<file path="src/hw/tir_pkg.sv">
// constants for the timer and interrupt register block
package tir_pkg;
	// register select codes
	localparam logic [3:0] REG_PORT_B     = 4'h0;
	localparam logic [3:0] REG_PORT_A     = 4'h1;
	localparam logic [3:0] REG_T1_CNT_LO  = 4'h4;
	localparam logic [3:0] REG_T1_CNT_HI  = 4'h5;
	localparam logic [3:0] REG_T1_LAT_LO  = 4'h6;
	localparam logic [3:0] REG_T1_LAT_HI  = 4'h7;
	localparam logic [3:0] REG_T2_CNT_LO  = 4'h8;
	localparam logic [3:0] REG_T2_CNT_HI  = 4'h9;
	localparam logic [3:0] REG_SHIFTER    = 4'hA;
	localparam logic [3:0] REG_AUX_CTRL   = 4'hB;
	localparam logic [3:0] REG_LINE_CFG   = 4'hC;
	localparam logic [3:0] REG_FLAGS      = 4'hD;
	localparam logic [3:0] REG_ENABLES    = 4'hE;
	localparam logic [3:0] REG_PORT_A_NH  = 4'hF;
	// flag bit positions
	localparam int FLG_CA2 = 0;
	localparam int FLG_CA1 = 1;
	localparam int FLG_SHF = 2;
	localparam int FLG_CB2 = 3;
	localparam int FLG_CB1 = 4;
	localparam int FLG_T2  = 5;
	localparam int FLG_T1  = 6;
	localparam int FLG_IRQ = 7;
	localparam int ENA_SET = 7;
	// line config fields: bit0 ca1 rising, bits3:1 ca2 mode, bit4 cb1 rising, bits7:5 cb2 mode
	localparam int CFG_CA1_POS = 0;
	localparam int CFG_CA2_LSB = 1;
	localparam int CFG_CB1_POS = 4;
	localparam int CFG_CB2_LSB = 5;
	// aux control: bits4:2 shifter mode (bit4 set = shift out), bit6 timer1 free run
	localparam int AUX_SHF_OUT = 4;
	localparam int AUX_SHF_EN  = 3;
	localparam int AUX_T1_FREE = 6;
	localparam logic [7:0] RESET_BYTE = 8'h00;
	localparam logic [7:0] LINE_CFG_MASK = 8'h77;
	localparam logic [7:0] AUX_MASK      = 8'h5C;
	// bus acknowledge timing
	localparam int CLK_PERIOD_NS = 100;
	localparam int ACK_MIN_NS    = 590;
	localparam int ACK_MAX_NS    = 1870;
	localparam int ACK_CYCLES    = (ACK_MIN_NS + CLK_PERIOD_NS - 1) / CLK_PERIOD_NS;
	localparam int SHIFT_BITS    = 8;
	// bus controller states
	typedef enum logic [1:0]
	{
		BUS_IDLE = 2'b00,
		BUS_WAIT = 2'b01,
		BUS_ACK  = 2'b10
	} tir_bus_t;
endpackage : tir_pkg

</file>
<file path="src/hw/tir_timer_irq.sv">
// timers, interrupt flags, enables and bus handshake of the peripheral cell
// Contract
// - low counter write loads low latch only
// - high counter write loads, starts, clears flag
// - low counter read clears timer1 flag
// - low latch: write latch, read without clear
// - high latch write, no transfer, clears flag
// - timer2 low: latch write, read clears
// - timer2 high write loads counter, clears flag
// - port a line flags: edge set, access clear
// - port b line flags: edge set, access clear
// - shifter flag after eight bits, access clears
// - timer2 flag set on timeout only
// - timer1 flag set on timeout
// - summary flag follows enabled set flags
// - independent secondary lines cleared by flag write
// - enable write bit7 low disables ones
// - enable write bit7 high enables ones
// - enable read shows bit7 one
// - acknowledge 590 to 1870 ns after select; here five clocks after select is sampled, 500 to 600 ns
// - shift out advances on clock fall
// - shift in samples on clock rise
// - enabled edge raises request within 210 ns
// - select codes map timers, flags, enables
`timescale 1ns/1ns
module tir_timer_irq
(
	// clock and reset
	input  wire logic                  clk,
	input  wire logic                  reset,
	// processor bus
	input  wire logic                  chip_select,
	input  wire logic                  addr_strobe_n,
	input  wire logic                  read_not_write,
	input  wire logic [3:0]            register_select,
	input  wire logic [7:0]            data_in,
	output logic      [7:0]            data_out,
	output logic                       data_ack_n,
	// control lines
	input  wire logic                  port_a_primary_line,
	input  wire logic                  port_a_secondary_line,
	input  wire logic                  shift_clock_line,
	input  wire logic                  serial_in_line,
	output logic                       serial_out_line,
	// interrupt request
	output logic                       irq_n
);
	import tir_pkg::*;

	// bus handshake state
	tir_bus_t   bus_state_ff;               // bus controller
	logic [4:0] ack_cnt_ff;                 // wait count after select
	logic       access;                     // one-cycle access strobe
	logic       rd;                         // read strobe
	logic       wr;                         // write strobe
	// registers
	logic [7:0]  t1_lat_lo_ff;               // timer1 low latch
	logic [7:0]  t1_lat_hi_ff;               // timer1 high latch
	logic [15:0] t1_cnt_ff;                  // timer1 counter
	logic        t1_armed_ff;                // timer1 may still flag
	logic [7:0]  t2_lat_lo_ff;               // timer2 low latch
	logic [15:0] t2_cnt_ff;                  // timer2 counter
	logic        t2_armed_ff;                // timer2 one-shot armed
	logic [6:0]  flags_ff;                   // sticky interrupt flags
	logic [6:0]  enables_ff;                 // interrupt enables
	logic [7:0]  line_cfg_ff;                // control_line_config
	logic [7:0]  aux_ff;                     // aux control
	logic [7:0]  shifter_ff;                 // serial_shifter
	logic [3:0]  shift_cnt_ff;               // bits shifted so far
	// edge detection history
	logic        ca1_d_ff;
	logic        ca2_d_ff;
	logic        cb1_d_ff;
	logic        cb2_d_ff;
	logic        ca1_ev;
	logic        ca2_ev;
	logic        cb1_ev;
	logic        cb2_ev;
	logic        sclk_rise;
	logic        sclk_fall;
	logic        shift_active;
	logic        t1_timeout;
	logic        t2_timeout;
	logic [6:0]  flag_set;
	logic [6:0]  flag_clr;
	logic [7:0]  rd_data;

	// edge seen on a line, with chosen polarity
	function automatic logic edge_hit(input logic prev, input logic cur, input logic rising);
		edge_hit = rising ? (!prev && cur) : (prev && !cur);
	endfunction : edge_hit

	// secondary line configured as independent input (modes 001 and 011)
	function automatic logic indep(input logic [2:0] mode);
		indep = !mode[2] && mode[0];
	endfunction : indep

	// bus sequence: wait a fixed count after select, then acknowledge until select drops or strobe rises
	always_ff @(posedge clk)
	begin
		if (reset)
		begin
			bus_state_ff <= BUS_IDLE;
			ack_cnt_ff   <= 5'h00;
		end
		else
		begin
			case (bus_state_ff)
				BUS_IDLE:
				begin
					ack_cnt_ff <= 5'h00;
					if (chip_select && !addr_strobe_n)
						bus_state_ff <= BUS_WAIT;
				end
				BUS_WAIT:
				begin
					// access takes effect on the last wait cycle, ack follows
					ack_cnt_ff <= ack_cnt_ff + 5'h01;
					if (!chip_select)
						bus_state_ff <= BUS_IDLE;
					else if (ack_cnt_ff == 5'(ACK_CYCLES - 2))
						bus_state_ff <= BUS_ACK;
				end
				BUS_ACK:
				begin
					// hold until the master lets go of select or strobe
					if (!chip_select || addr_strobe_n)
						bus_state_ff <= BUS_IDLE;
				end
				default:
					bus_state_ff <= BUS_IDLE;
			endcase
		end
	end

	// access strobe: one cycle, on the last wait cycle, while select still stands
	assign access = (bus_state_ff == BUS_WAIT) && chip_select
		&& (ack_cnt_ff == 5'(ACK_CYCLES - 2));
	assign rd = access && read_not_write;
	assign wr = access && !read_not_write;

	// acknowledge and read data straight from flops
	always_ff @(posedge clk)
	begin
		if (reset)
		begin
			data_ack_n <= 1'b1;
			data_out   <= RESET_BYTE;
		end
		else
		begin
			data_ack_n <= !(access || (bus_state_ff == BUS_ACK && chip_select && !addr_strobe_n));
			if (rd)
				data_out <= rd_data;
		end
	end

	// read multiplexer
	// unmapped codes and the port registers read as zero
	always_comb
	begin
		case (register_select)
			REG_T1_CNT_LO: rd_data = t1_cnt_ff[7:0];
			REG_T1_CNT_HI: rd_data = t1_cnt_ff[15:8];
			REG_T1_LAT_LO: rd_data = t1_lat_lo_ff;
			REG_T1_LAT_HI: rd_data = t1_lat_hi_ff;
			REG_T2_CNT_LO: rd_data = t2_cnt_ff[7:0];
			REG_T2_CNT_HI: rd_data = t2_cnt_ff[15:8];
			REG_SHIFTER:   rd_data = shifter_ff;
			REG_AUX_CTRL:  rd_data = aux_ff;
			REG_LINE_CFG:  rd_data = line_cfg_ff;
			REG_FLAGS:     rd_data = {|(flags_ff & enables_ff), flags_ff};
			REG_ENABLES:   rd_data = {1'b1, enables_ff};
			default:       rd_data = RESET_BYTE;               // ports live elsewhere
		endcase
	end

	// control registers; latches are not cleared by reset in the original cell
	always_ff @(posedge clk)
	begin
		if (reset)
		begin
			line_cfg_ff <= RESET_BYTE;
			aux_ff      <= RESET_BYTE;
			enables_ff  <= 7'h00;
		end
		else if (wr)
		begin
			case (register_select)
				REG_LINE_CFG: line_cfg_ff <= data_in & LINE_CFG_MASK;
				REG_AUX_CTRL: aux_ff <= data_in & AUX_MASK;
				REG_ENABLES:
				begin
					if (data_in[ENA_SET])
						enables_ff <= enables_ff | data_in[6:0];
					else
						enables_ff <= enables_ff & ~data_in[6:0];
				end
				default: ;
			endcase
		end
	end

	// timer1 latches and timer2 low latch
	// no reset here: the timers stay undefined until the host writes them
	always_ff @(posedge clk)
	begin
		if (wr && (register_select == REG_T1_CNT_LO || register_select == REG_T1_LAT_LO))
			t1_lat_lo_ff <= data_in;
		if (wr && (register_select == REG_T1_CNT_HI || register_select == REG_T1_LAT_HI))
			t1_lat_hi_ff <= data_in;
		if (wr && register_select == REG_T2_CNT_LO)
			t2_lat_lo_ff <= data_in;
	end

	// timer1 counts down each clock; reload from latches in free-run mode
	assign t1_timeout = t1_armed_ff && (t1_cnt_ff == 16'h0000);
	always_ff @(posedge clk)
	begin
		if (reset)
			t1_armed_ff <= 1'b0;
		else if (wr && register_select == REG_T1_CNT_HI)
		begin
			t1_cnt_ff   <= {data_in, t1_lat_lo_ff};
			t1_armed_ff <= 1'b1;
		end
		else if (t1_cnt_ff == 16'h0000 && aux_ff[AUX_T1_FREE])
			t1_cnt_ff <= {t1_lat_hi_ff, t1_lat_lo_ff};
		else
		begin
			t1_cnt_ff <= t1_cnt_ff - 16'h0001;
			// one-shot flags only once per load
			if (t1_timeout && !aux_ff[AUX_T1_FREE])
				t1_armed_ff <= 1'b0;
		end
	end

	// timer2 one-shot
	assign t2_timeout = t2_armed_ff && (t2_cnt_ff == 16'h0000);
	always_ff @(posedge clk)
	begin
		if (reset)
			t2_armed_ff <= 1'b0;
		else if (wr && register_select == REG_T2_CNT_HI)
		begin
			t2_cnt_ff   <= {data_in, t2_lat_lo_ff};
			t2_armed_ff <= 1'b1;
		end
		else
		begin
			t2_cnt_ff <= t2_cnt_ff - 16'h0001;
			if (t2_timeout)
				t2_armed_ff <= 1'b0;
		end
	end

	// line history for edge detection
	// cleared to low; reset also picks falling edges, so no false edge follows
	always_ff @(posedge clk)
	begin
		if (reset)
		begin
			ca1_d_ff <= 1'b0;
			ca2_d_ff <= 1'b0;
			cb1_d_ff <= 1'b0;
			cb2_d_ff <= 1'b0;
		end
		else
		begin
			ca1_d_ff <= port_a_primary_line;
			ca2_d_ff <= port_a_secondary_line;
			cb1_d_ff <= shift_clock_line;
			cb2_d_ff <= serial_in_line;
		end
	end

	// mode bit1 of a secondary line picks the rising edge
	assign ca1_ev = edge_hit(ca1_d_ff, port_a_primary_line, line_cfg_ff[CFG_CA1_POS]);
	assign ca2_ev = !line_cfg_ff[CFG_CA2_LSB+2] && edge_hit(ca2_d_ff, port_a_secondary_line,
		line_cfg_ff[CFG_CA2_LSB+1]);
	assign cb1_ev = edge_hit(cb1_d_ff, shift_clock_line, line_cfg_ff[CFG_CB1_POS]);
	assign cb2_ev = !line_cfg_ff[CFG_CB2_LSB+2] && !aux_ff[AUX_SHF_EN]
		&& edge_hit(cb2_d_ff, serial_in_line, line_cfg_ff[CFG_CB2_LSB+1]);
	// shift clock edges are seen one clock late; its pulses are much longer
	assign sclk_rise = !cb1_d_ff && shift_clock_line;
	assign sclk_fall = cb1_d_ff && !shift_clock_line;
	assign shift_active = aux_ff[AUX_SHF_EN] && (shift_cnt_ff != 4'(SHIFT_BITS));

	// shifter under external shift clock
	always_ff @(posedge clk)
	begin
		if (reset)
		begin
			shift_cnt_ff    <= 4'h0;
			serial_out_line <= 1'b0;
		end
		else if (access && register_select == REG_SHIFTER)
		begin
			if (!read_not_write)
				shifter_ff <= data_in;
			shift_cnt_ff <= 4'h0; // any access restarts a byte
		end
		else if (shift_active && aux_ff[AUX_SHF_OUT] && sclk_fall)
		begin
			serial_out_line <= shifter_ff[7];
			shifter_ff      <= {shifter_ff[6:0], shifter_ff[7]};
			shift_cnt_ff    <= shift_cnt_ff + 4'h1;
		end
		else if (shift_active && !aux_ff[AUX_SHF_OUT] && sclk_rise)
		begin
			shifter_ff   <= {shifter_ff[6:0], serial_in_line};
			shift_cnt_ff <= shift_cnt_ff + 4'h1;
		end
	end

	// flag sources; set beats clear in the same cycle
	always_comb
	begin
		flag_set = 7'h00;
		flag_clr = 7'h00;
		flag_set[FLG_CA2] = ca2_ev;
		flag_set[FLG_CA1] = ca1_ev;
		flag_set[FLG_CB2] = cb2_ev;
		flag_set[FLG_CB1] = cb1_ev && !aux_ff[AUX_SHF_EN];
		flag_set[FLG_SHF] = shift_active && (shift_cnt_ff == 4'(SHIFT_BITS - 1))
			&& (aux_ff[AUX_SHF_OUT] ? sclk_fall : sclk_rise);
		flag_set[FLG_T2]  = t2_timeout;
		flag_set[FLG_T1]  = t1_timeout;
		if (access && (register_select == REG_PORT_A || register_select == REG_PORT_A_NH))
		begin
			flag_clr[FLG_CA1] = 1'b1;
			flag_clr[FLG_CA2] = !indep(line_cfg_ff[CFG_CA2_LSB +: 3]);
		end
		if (access && register_select == REG_PORT_B)
		begin
			flag_clr[FLG_CB1] = 1'b1;
			flag_clr[FLG_CB2] = !indep(line_cfg_ff[CFG_CB2_LSB +: 3]);
		end
		if (access && register_select == REG_SHIFTER)
			flag_clr[FLG_SHF] = 1'b1;
		if ((rd && register_select == REG_T2_CNT_LO) || (wr && register_select == REG_T2_CNT_HI))
			flag_clr[FLG_T2] = 1'b1;
		if ((rd && register_select == REG_T1_CNT_LO) || (wr && register_select == REG_T1_CNT_HI)
			|| (wr && register_select == REG_T1_LAT_HI))
			flag_clr[FLG_T1] = 1'b1;
		// a flag write clears every flag written as one, not only the lines
		if (wr && register_select == REG_FLAGS)
			flag_clr = flag_clr | data_in[6:0];
	end

	// sticky flags
	always_ff @(posedge clk)
	begin
		if (reset)
			flags_ff <= 7'h00;
		else
			flags_ff <= (flags_ff & ~flag_clr) | flag_set;
	end

	// request follows next flag state, one cycle after the edge
	// an enable write shows on the request one clock after it lands
	always_ff @(posedge clk)
	begin
		if (reset)
			irq_n <= 1'b1;
		else
			irq_n <= ~|((((flags_ff & ~flag_clr) | flag_set)) & enables_ff);
	end
endmodule : tir_timer_irq
</file>
<file path="config.mk">
export PLATFORM = sky130hd
export DESIGN_NAME = tir_timer_irq
export DESIGN_NICKNAME = d
export VERILOG_FILES = /design/src/hw/tir_pkg.sv /design/src/hw/tir_timer_irq.sv
export SDC_FILE = /design/constraint.sdc
export NUM_CORES = 1
export LEC_CHECK = 0
export BUFFER_PORTS_ARGS = -buffer_cell sky130_fd_sc_hd__buf_2
export CORE_MARGIN = 4
export CORE_UTILIZATION = 30
export CTS_BUF_LIST = sky130_fd_sc_hd__clkbuf_4
export DETAILED_ROUTE_END_ITERATION = 10
export SLEW_MARGIN = 20
export SYNTH_ARGS = -nofsm -noshare
export SYNTH_HDL_FRONTEND = slang
export SYNTH_SLANG_ARGS = --single-unit
</file>
<file path="constraint.sdc">
create_clock -name clk -period 2.68 [get_ports clk]
set_input_delay 0.67 -clock clk [delete_from_list [all_inputs] [get_ports clk]]
set_output_delay 0.67 -clock clk [all_outputs]
set_load 0.1 [all_outputs]
</file>
==> flow_metrics.py, run 1 <==
metrics = {
    "status": {
        "status": "completed",
    },
    "synthesis": {
        "yosys_warnings": 0,
        "netlist_area_sq_mm": 0.00619,
        "synth_nets": 686,
        "synthMostInstantiatedCell": "nor2_1",
        "syn_inst": 659,
        "ys_top_cells_by_area": "edfxtp_1 (31%), dfxtp_1 (17%), nor2_1 (5.3%)",
        "synth_common_cells": "nor2_1 (87), nand2_1 (74), edfxtp_1 (64), dfxtp_1 (52), a21oi_1 (46)",
        "yosysTopAreaCellShare": 0.310,
        "ys_dominant_reg_cell": "edfxtp_1",
        "avgSynthCellArea_sq_um": 9.40,
        "async_reset_ff_frac": 0,
        "yosysSeqAreaShare": 0.478,
        "yosys.area.top_type": "edfxtp_1",
        "synth-edff-count": 64,
        "synth_cell_types": 70,
        "ys_ff_latch": 116,
    },
    "place": {
        "dp_hpwl_um": 14700,
        "io_buffers": 31,
        "gp_congestion": 0.962,
        "dp_slack_ps": 120,
    },
    "clocking": {
        "path_clk_slew_ps": 110,
        "cts_setup_buffers": 0,
        "ctsResizeCount": 0,
        "clock-sinks": 116,
        "hold_buffers": 0,
        "cts_tree": "built",
        "max-clock-path-buffers": 2,
        "cts-root-buf": "clkbuf_4",
        "htreeDepth": 4,
        "cts_buffers": 17,
        "clk_latency_ps": 550,
    },
    "timing": {
        "max_slew_margin": 0.541,
        "timing.final.ws_setup_ps": 175,
        "finalHoldWorstSlack_ps": 366,
        "maxSlewViolCount": 0,
        "fin_crit_ps": 2500,
        "tightest_slew_ps": 689,
        "tns_ps": 0,
        "fin_skew_ps": 24.3,
        "grt_setup_unrepaired": "false",
        "hold_viol": 0,
        "fmax_mhz": 399,
        "fin_crit_sh": 0.935,
        "setup_viol": 0,
    },
    "global_route": {
        "grt_pass1_wl_um": 30100,
        "grt_usage": 0.177,
        "grt_overflow": 0,
        "grt_pass1_vias": 5036,
        "antenna_found_initial": 1,
        "grt_max_degree": 34,
    },
    "setup_path": {
        "critPathMaxStageDelay_ps": 520,
        "crit_path_top_delay_cell": "or4b_4",
        "critPathArrivalTime_ps": 2810,
        "critPathCaptureType": "flop",
        "path_delay_family": "simple AND/OR/NAND/NOR gates",
        "path_class": "reg -> reg",
        "cp_data_required_time_ps": 2980,
        "start_kind": "flop",
        "path_max_fanout": 12,
        "worst-path-buf-inv": 1,
        "cp_cell_sequence": "inv_1, ha_1, or4b_4, nor4_4, nand2_2, nor2_1, a211oi_1, a21o_1",
    },
    "routing": {
        "ant_nets": 0,
        "drc": 0,
        "dr.pass1.iters": 6,
        "vias_per_cell": 5.33,
        "wire_per_inst_um": 19.9,
        "vias": 5341,
        "drt_iter0_drc": 567,
        "routed_wl_um": 19900,
    },
    "finish": {
        "fin_util": 0.351,
        "fillers": 2122,
        "drive_above_1_share": 0.171,
        "syn_to_final_growth_pct": 15.2,
        "fin_nets": 746,
    },
    "power_and_ir_drop": {
        "power_density_mw_per_mm2": 493,
        "p_leak_nw": 2.60,
        "ir_worst_vdd_mv": 0.232,
    },
    "die": {
        "initial_utilization": 0.305,
        "ioPinCount": 32,
        "num_rows": 52,
        "core_area_sq_mm": 0.0203,
        "fp.dieW_um": 152,
        "die_h_um": 152,
        "dieArea_sq_mm": 0.0230,
    },
    "job": {
        "drv_cap": 0,
    },
    "hold_path": {
        "hold_path_class": "in -> reg",
    },
}
per-layer routing:
metal | vias to the layer above | track usage | share of wire
met5 | - | 0 | 0
met4 | 0 | 0.0629 | 0.027
met3 | 40 | 0.0405 | 0.073
met2 | 232 | 0.264 | 0.44
met1 | 2537 | 0.251 | 0.46
li1 | 2532 | - | -
cells in the final DEF, fill, tap and decap left out, drive strengths merged, types with 18 or more instances in the layout:
cell type and count:
nor2 87, buf 76, nand2 75, edfxtp 64, dfxtp 52, a21oi 46, o21ai 32, mux2i 26
nand3 18, clkbuf 18, inv 18
through the flow:
stage	cells	total power (W)	cell area (sq um)
after floorplan	659	0.00221	6190
after global placement	970	0.00237	6880
after detailed placement	970	0.00237	6880
after CTS	1002	0.00355	7130
after global routing	1003	0.00366	7130
final	1003	0.00351	7130
worst reg2reg max path, cell delays in order (launching register included):
cell,delay (ps)
edfxtp_1,450
inv_1,100
ha_1,190
or4b_4,520
nor4_4,390
nand2_2,230
nor2_1,160
a211oi_1,60
a21o_1,160
layout make-up:
type                            instances  area, sq um  area share
Sequential cell                       116         2960       0.415
Inverter                               18         67.6     0.00947
Antenna cell                            1         2.50    0.000351
Tap cell                              270          338      0.0474
Multi-Input combinational cell        490         3010       0.422
Clock buffer                           18          135      0.0189
Clock inverter                         14          114      0.0160
Timing Repair Buffer                   76          505      0.0709
path summary, 6_finish.rpt:
kind,startpoint,end,slack [ps],depth (start not counted)
max reg2reg,t1_cnt_ff[0]$_DFFE_PN_,t1_cnt_ff[11]$_DFFE_PN_,180,8
min,chip_select,data_ack_n$_SDFF_PP1_,370,2
max,t1_cnt_ff[0]$_DFFE_PN_,t1_cnt_ff[11]$_DFFE_PN_,180,8
min reg2reg,data_out[5]$_SDFFE_PP0N_,data_out[5]$_SDFFE_PP0N_,450,2
state kept, by name, summed over array words and instances, names as in the netlist, named ones only:
signal           cells
ack_cnt_ff           5
aux_ff               4
bus_state_ff         2
ca1_d_ff             1
ca2_d_ff             1
cb1_d_ff             1
cb2_d_ff             1
data_ack_n           1
data_out             8
flags_ff             7
irq_n                1
line_cfg_ff          6
serial_out_line      1
shift_cnt_ff         4
shifter_ff           8
t1_armed_ff          1
t1_cnt_ff           16
t1_lat_hi_ff         8
t1_lat_lo_ff         8
t2_armed_ff          1
t2_cnt_ff           16
t2_lat_lo_ff         8
logic make-up after synthesis:
logic type | after synthesis | share of synthesized area
AOI/OAI and AO/OA | 152 | 0.158
xor gates and xnor gates | 31 | 0.0438
adders and majority gates | 6 | 0.0121
buffers and inverters | 53 | 0.0362
DFF | 116 | 0.478
muxes | 28 | 0.0457
and+or+nand+nor | 273 | 0.226
power by group:
part	leakage, nW	internal (W)	switching, W
registers	1.02	0.00192	0.0000576
logic	1.46	0.000138	0.000222
clock network	0.119	0.000458	0.000714
total	2.60	0.00252	0.000994
Note: power is estimated with default switching activity, not from simulation.
==> run 2, diff against run 1 <==
--- a/config.mk
+++ b/config.mk
@@ -7,7 +7,7 @@
 export LEC_CHECK = 0
 export BUFFER_PORTS_ARGS = -buffer_cell sky130_fd_sc_hd__buf_2
 export CORE_MARGIN = 4
-export CORE_UTILIZATION = 30
+export CORE_UTILIZATION = 45
 export CTS_BUF_LIST = sky130_fd_sc_hd__clkbuf_4
 export DETAILED_ROUTE_END_ITERATION = 10
 export SLEW_MARGIN = 20
==> run 2 against run 1 <==
  * First-iteration DRC count fell by 6.5%
  * Utilization up 18 points
  * Combinational power up 2%
  * Cell count fell by 9.0%
  * Flip-flop and latch count unchanged
  * Non-clock buffer count up 5
  * Hold slack worse by 23 ps
  * Die area fell by 32%
  * Register-to-register slack about the same
  * Routed wire length fell by 1.3%
  * Worst setup slack improved by 11 ps
  * Critical path type unchanged
  * Highest routed layer unchanged
==> flow_metrics.py, run 2 (synthesis gave the netlist of run 1 again) <==
metrics = {
    "status": {
        "status": "completed",
    },
    "die": {
        "dieArea_sq_mm": 0.0157,
        "ioPinCount": 32,
        "fp.dieW_um": 125,
        "die_h_um": 125,
        "num_rows": 42,
        "initial_utilization": 0.464,
        "core_area_sq_mm": 0.0133,
    },
    "power_and_ir_drop": {
        "p_switching_w": 0.000947,
        "power_density_mw_per_mm2": 495,
        "comb_power_share": 0.105,
        "p_int_w": 0.00256,
        "clkPwrFrac": 0.329,
        "ir_worst_vdd_mv": 0.330,
        "p_sw_frac": 0.270,
        "p_leak_nw": 2.65,
        "seqPwrFrac": 0.566,
    },
    "timing": {
        "max_slew_margin": 0.589,
        "tightest_slew_ps": 613,
        "fin_crit_sh": 0.931,
        "maxSlewViolCount": 0,
        "fmax_mhz": 401,
        "tns_ps": 0,
        "setup_viol": 0,
        "grt_setup_unrepaired": "false",
        "hold_viol": 0,
        "fin_skew_ps": 21.4,
        "timing.final.ws_setup_ps": 186,
        "fin_crit_ps": 2490,
    },
    "hold_path": {
        "hold_path_class": "in -> reg",
        "holdPathEnd": "data_ack_n$_SDFF_PP1_",
        "worst_hold_path.num_cells": 2,
        "min_from": "chip_select",
    },
    "clocking": {
        "cts-root-buf": "clkbuf_4",
        "hold_buffers": 0,
        "cts_buffers": 17,
        "clk_latency_ps": 550,
        "htreeDepth": 4,
        "cts_tree": "built",
        "clock-sinks": 116,
        "max-clock-path-buffers": 2,
        "cts_setup_buffers": 0,
        "path_clk_slew_ps": 110,
    },
    "setup_path": {
        "rr_endpoint": "t1_cnt_ff[15]$_DFFE_PN_",
        "critPathCaptureType": "flop",
        "critPathArrivalTime_ps": 2800,
        "regToRegStartpoint": "t1_cnt_ff[0]$_DFFE_PN_",
        "start_kind": "flop",
        "path_max_fanout": 12,
        "cp_data_required_time_ps": 2990,
        "path_class": "reg -> reg",
        "r2r_slack_ps": 190,
        "reg2reg_depth": 8,
    },
    "global_route": {
        "grt_max_degree": 45,
        "grt_pass1_vias": 5246,
        "grt_overflow": 0,
        "grt_usage": 0.255,
        "antenna_found_initial": 0,
        "grt_pass1_wl_um": 30600,
    },
    "finish": {
        "mostFrequentLayoutCells": "nor2_1 (87), nand2_1 (74), edfxtp_1 (64)",
        "n_antenna_cell": 0,
        "fillers": 1235,
        "drive_above_1_share": 0.179,
        "layout_commonest_cell": "nor2_1",
        "fin_nets": 751,
        "largestRegisters": "t1_cnt_ff x16, t2_cnt_ff x16",
        "syn_to_final_growth_pct": 14.2,
    },
    "routing": {
        "vias_per_cell": 5.99,
        "drt_iter0_drc": 530,
        "vias": 5466,
        "drc": 0,
        "ant_nets": 0,
        "dr.pass1.iters": 7,
        "wire_per_inst_um": 21.6,
        "routed_wl_um": 19700,
    },
    "place": {
        "io_buffers": 31,
        "dp_slack_ps": 137,
        "gp_congestion": 0.990,
        "dp_hpwl_um": 14300,
    },
    "job": {
        "drv_cap": 0,
    },
}
-- run 2: cell count changes in the layout (fill, tap and decap cells not counted), sizes merged --
cell	previous run	this run
clkinv	7	6
buf	76	81
clkinvlp	6	5
diode	1	0
inv	18	17
clkbuf	18	21
-- run 2: worst max path at each step --
| stage | start | end | slack, ps | depth (start not counted) |
|---|---|---|---|---|
| 4_1_cts | t1_cnt_ff[0]$_DFFE_PN_ | t1_cnt_ff[6]$_DFFE_PN_ | 110 | 7 |
| 3_3_place_gp | register_select[1] | flop | 150 | 8 |
| 3_5_place_dp | t1_cnt_ff[0]$_DFFE_PN_ | t1_cnt_ff[5]$_DFFE_PN_ | 140 | 7 |
| 5_1_grt | t1_cnt_ff[0]$_DFFE_PN_ | t1_cnt_ff[15]$_DFFE_PN_ | 50 | 8 |
| 2_1_floorplan | register_select[2] | shifter_ff[0]$_DFFE_PP_ | 170 | 7 |
| 6_report | t1_cnt_ff[0]$_DFFE_PN_ | t1_cnt_ff[15]$_DFFE_PN_ | 190 | 8 |
-- run 2: power by group through the flow --
stage | Clock, W | Combinational (W) | Sequential [W]
2_1_floorplan | 0 | 0.000203 | 0.00200
3_3_place_gp | 0 | 0.000355 | 0.00202
3_5_place_dp | 0 | 0.000359 | 0.00202
4_1_cts | 0.00119 | 0.000361 | 0.00198
5_1_grt | 0.00128 | 0.000396 | 0.00199
6_report | 0.00115 | 0.000366 | 0.00198
-- run 2: per-stage QoR --
step / power [W] / utilization / instance area, sq um / hold WS (ps) / cells
6_report: 0.00350 / 0.530 / 7070 / 343 / 913
5_1_grt: 0.00367 / 0.530 / 7070 / 306 / 913
4_1_cts: 0.00353 / 0.529 / 7060 / 303 / 913
3_5_place_dp: 0.00238 / 0.510 / 6810 / 446 / 881
3_3_place_gp: 0.00238 / 0.510 / 6810 / 441 / 881
2_1_floorplan: 0.00221 / - / 6190 / 444 / 659
-- run 2: critical path, cell delays in order, from the launching register on --
cell and delay, ps:
edfxtp_1 450, inv_1 120, ha_1 200, or4b_4 530
nor4_4 430, nand2_4 170, nor2_1 140, a211oi_1 60
a21o_1 150
-- run 2: area by class of cell --
cell class	count	area [sq um]	area share
Multi-Input combinational cell	490	3020	0.427
Clock buffer	21	158	0.0223
Tap cell	176	220	0.0311
Sequential cell	116	2960	0.419
Timing Repair Buffer	81	556	0.0785
Inverter	18	67.6	0.00955
Clock inverter	11	90.1	0.0127
-- run 2: layer usage --
metal | share of wire | vias to the layer above | global-route usage
met1 | 0.43 | 2617 | 0.345
met5 | 0 | - | 0
met4 | 0.035 | 0 | 0.0995
met3 | 0.085 | 48 | 0.0712
li1 | - | 2542 | -
met2 | 0.45 | 259 | 0.388
-- run 2: timing repair --
action / CTS / global route
hold endpoints to repair: 0 / 0
endpoints found under the setup margin: 0 / 9
resized for setup: 0 / 3
==> run 3, diff against run 2 <==
--- a/config.mk
+++ b/config.mk
@@ -5,11 +5,11 @@
 export SDC_FILE = /design/constraint.sdc
 export NUM_CORES = 1
 export LEC_CHECK = 0
-export BUFFER_PORTS_ARGS = -buffer_cell sky130_fd_sc_hd__buf_2
 export CORE_MARGIN = 4
 export CORE_UTILIZATION = 45
 export CTS_BUF_LIST = sky130_fd_sc_hd__clkbuf_4
 export DETAILED_ROUTE_END_ITERATION = 10
+export DONT_BUFFER_PORTS = 1
 export SLEW_MARGIN = 20
 export SYNTH_ARGS = -nofsm -noshare
 export SYNTH_HDL_FRONTEND = slang
==> run 3 against run 2 <==
  * Combinational power down 39%
  * Sequential power about the same
  * Largest power group unchanged
  * Non-clock buffer count down 52
  * Largest cell class unchanged
==> flow_metrics.py, run 3 (synthesis gave the netlist of run 1 again) <==
metrics = {
    "clocking": {
        "htreeDepth": 4,
        "cts-root-buf": "clkbuf_4",
        "path_clk_slew_ps": 120,
        "cts_tree": "built",
        "ctsResizeCount": 0,
        "max-clock-path-buffers": 2,
        "cts_setup_buffers": 0,
        "cts_buffers": 17,
        "clock-sinks": 116,
        "hold_buffers": 0,
        "clk_latency_ps": 570,
    },
    "status": {
        "status": "completed",
    },
    "global_route": {
        "antenna_found_initial": 0,
        "grt_usage": 0.246,
        "grt_pass1_wl_um": 29800,
        "grt_max_degree": 46,
        "grt_overflow": 0,
        "grt_pass1_vias": 5112,
    },
    "timing": {
        "fmax_mhz": 398,
        "fin_crit_ps": 2510,
        "finalHoldWorstSlack_ps": 153,
        "max_slew_margin": 0.537,
        "fin_skew_ps": 18.2,
        "tns_ps": 0,
        "grt_setup_unrepaired": "false",
        "tightest_slew_ps": 691,
        "maxSlewViolCount": 0,
        "fin_crit_sh": 0.937,
        "hold_viol": 0,
        "setup_viol": 0,
    },
    "die": {
        "ioPinCount": 32,
        "die_h_um": 125,
        "core_area_sq_mm": 0.0133,
        "num_rows": 42,
        "dieArea_sq_mm": 0.0157,
        "fp.dieW_um": 125,
        "initial_utilization": 0.464,
    },
    "setup_path": {
        "cp_data_required_time_ps": 3000,
        "critPathArrivalTime_ps": 2830,
        "path_class": "reg -> reg",
        "start_kind": "flop",
        "r2r_slack_ps": 170,
        "critPathCaptureType": "flop",
        "path_max_fanout": 12,
    },
    "finish": {
        "n_antenna_cell": 0,
        "mostFrequentLayoutCells": "nor2_1 (87), nand2_1 (74), edfxtp_1 (64)",
        "largestRegisters": "t1_cnt_ff x16, t2_cnt_ff x16",
        "fin_nets": 699,
        "drive_above_1_share": 0.118,
        "syn_to_final_growth_pct": 10.1,
        "layout_commonest_cell": "nor2_1",
    },
    "routing": {
        "dr.pass1.iters": 8,
        "vias": 5287,
        "wire_per_inst_um": 22.3,
        "routed_wl_um": 19200,
        "drt_iter0_drc": 515,
        "vias_per_cell": 6.14,
        "drc": 0,
        "ant_nets": 0,
    },
    "job": {
        "drv_cap": 0,
    },
    "power_and_ir_drop": {
        "p_leak_nw": 2.43,
        "ir_worst_vdd_mv": 0.309,
        "power_density_mw_per_mm2": 544,
    },
    "place": {
        "gp_congestion": 1.03,
        "dp_hpwl_um": 13300,
        "io_buffers": 0,
    },
    "hold_path": {
        "hold_path_class": "in -> reg",
    },
}
## run 3: path summary, 6_finish.rpt
path | start | to | depth (start not counted)
worst max-delay path | t1_cnt_ff[0]$_DFFE_PN_ | t1_cnt_ff[15]$_DFFE_PN_ | 8
worst min-delay path | reset | flop | 1
worst max register to register | t1_cnt_ff[0]$_DFFE_PN_ | t1_cnt_ff[15]$_DFFE_PN_ | 8
worst min register to register | data_out[5]$_SDFFE_PP0N_ | data_out[5]$_SDFFE_PP0N_ | 2
## run 3: final cells by class
type	instances	area [sq um]
flip-flops and latches	116	2960
clock inverters	15	204
well taps	176	220
inverters	18	67.6
repair buffers	29	218
multi-input cells	490	3020
fillers	1287	6530
clock buffers	17	128
## run 3: metrics by stage
| stage | setup WS (ps) | cell area [sq um] | util | total power [W] | instances |
|---|---|---|---|---|---|
| after floorplan | 172 | 6190 | - | 0.00221 | 659 |
| after global placement | 162 | 6470 | 0.485 | 0.00224 | 829 |
| after detailed placement | 112 | 6470 | 0.485 | 0.00225 | 829 |
| after CTS | 85.9 | 6810 | 0.510 | 0.00373 | 861 |
| after global routing | 29.3 | 6820 | 0.511 | 0.00383 | 861 |
| final | 168 | 6820 | 0.511 | 0.00371 | 861 |
## run 3: where the power goes
part / leakage (nW) / internal, W / switching (W)
Clock: 0.167 / 0.000746 / 0.000752
Combinational: 1.24 / 0.000105 / 0.000121
Sequential: 1.02 / 0.00193 / 0.0000617
## run 3: worst max-delay path, cell delays in order, from the launching register on
cell and delay [ps]:
edfxtp_1 440, inv_1 120, ha_1 200, or4b_4 520
nor4_4 390, nand2_2 230, nor2_1 160, a211oi_1 60
a21o_1 160
## run 3: layer usage
| layer | global-route usage | routed length (um) |
|---|---|---|
| met5 | 0 | 0 |
| met4 | 0.108 | 740 |
| met3 | 0.0648 | 1670 |
| met2 | 0.374 | 8590 |
| met1 | 0.333 | 8170 |
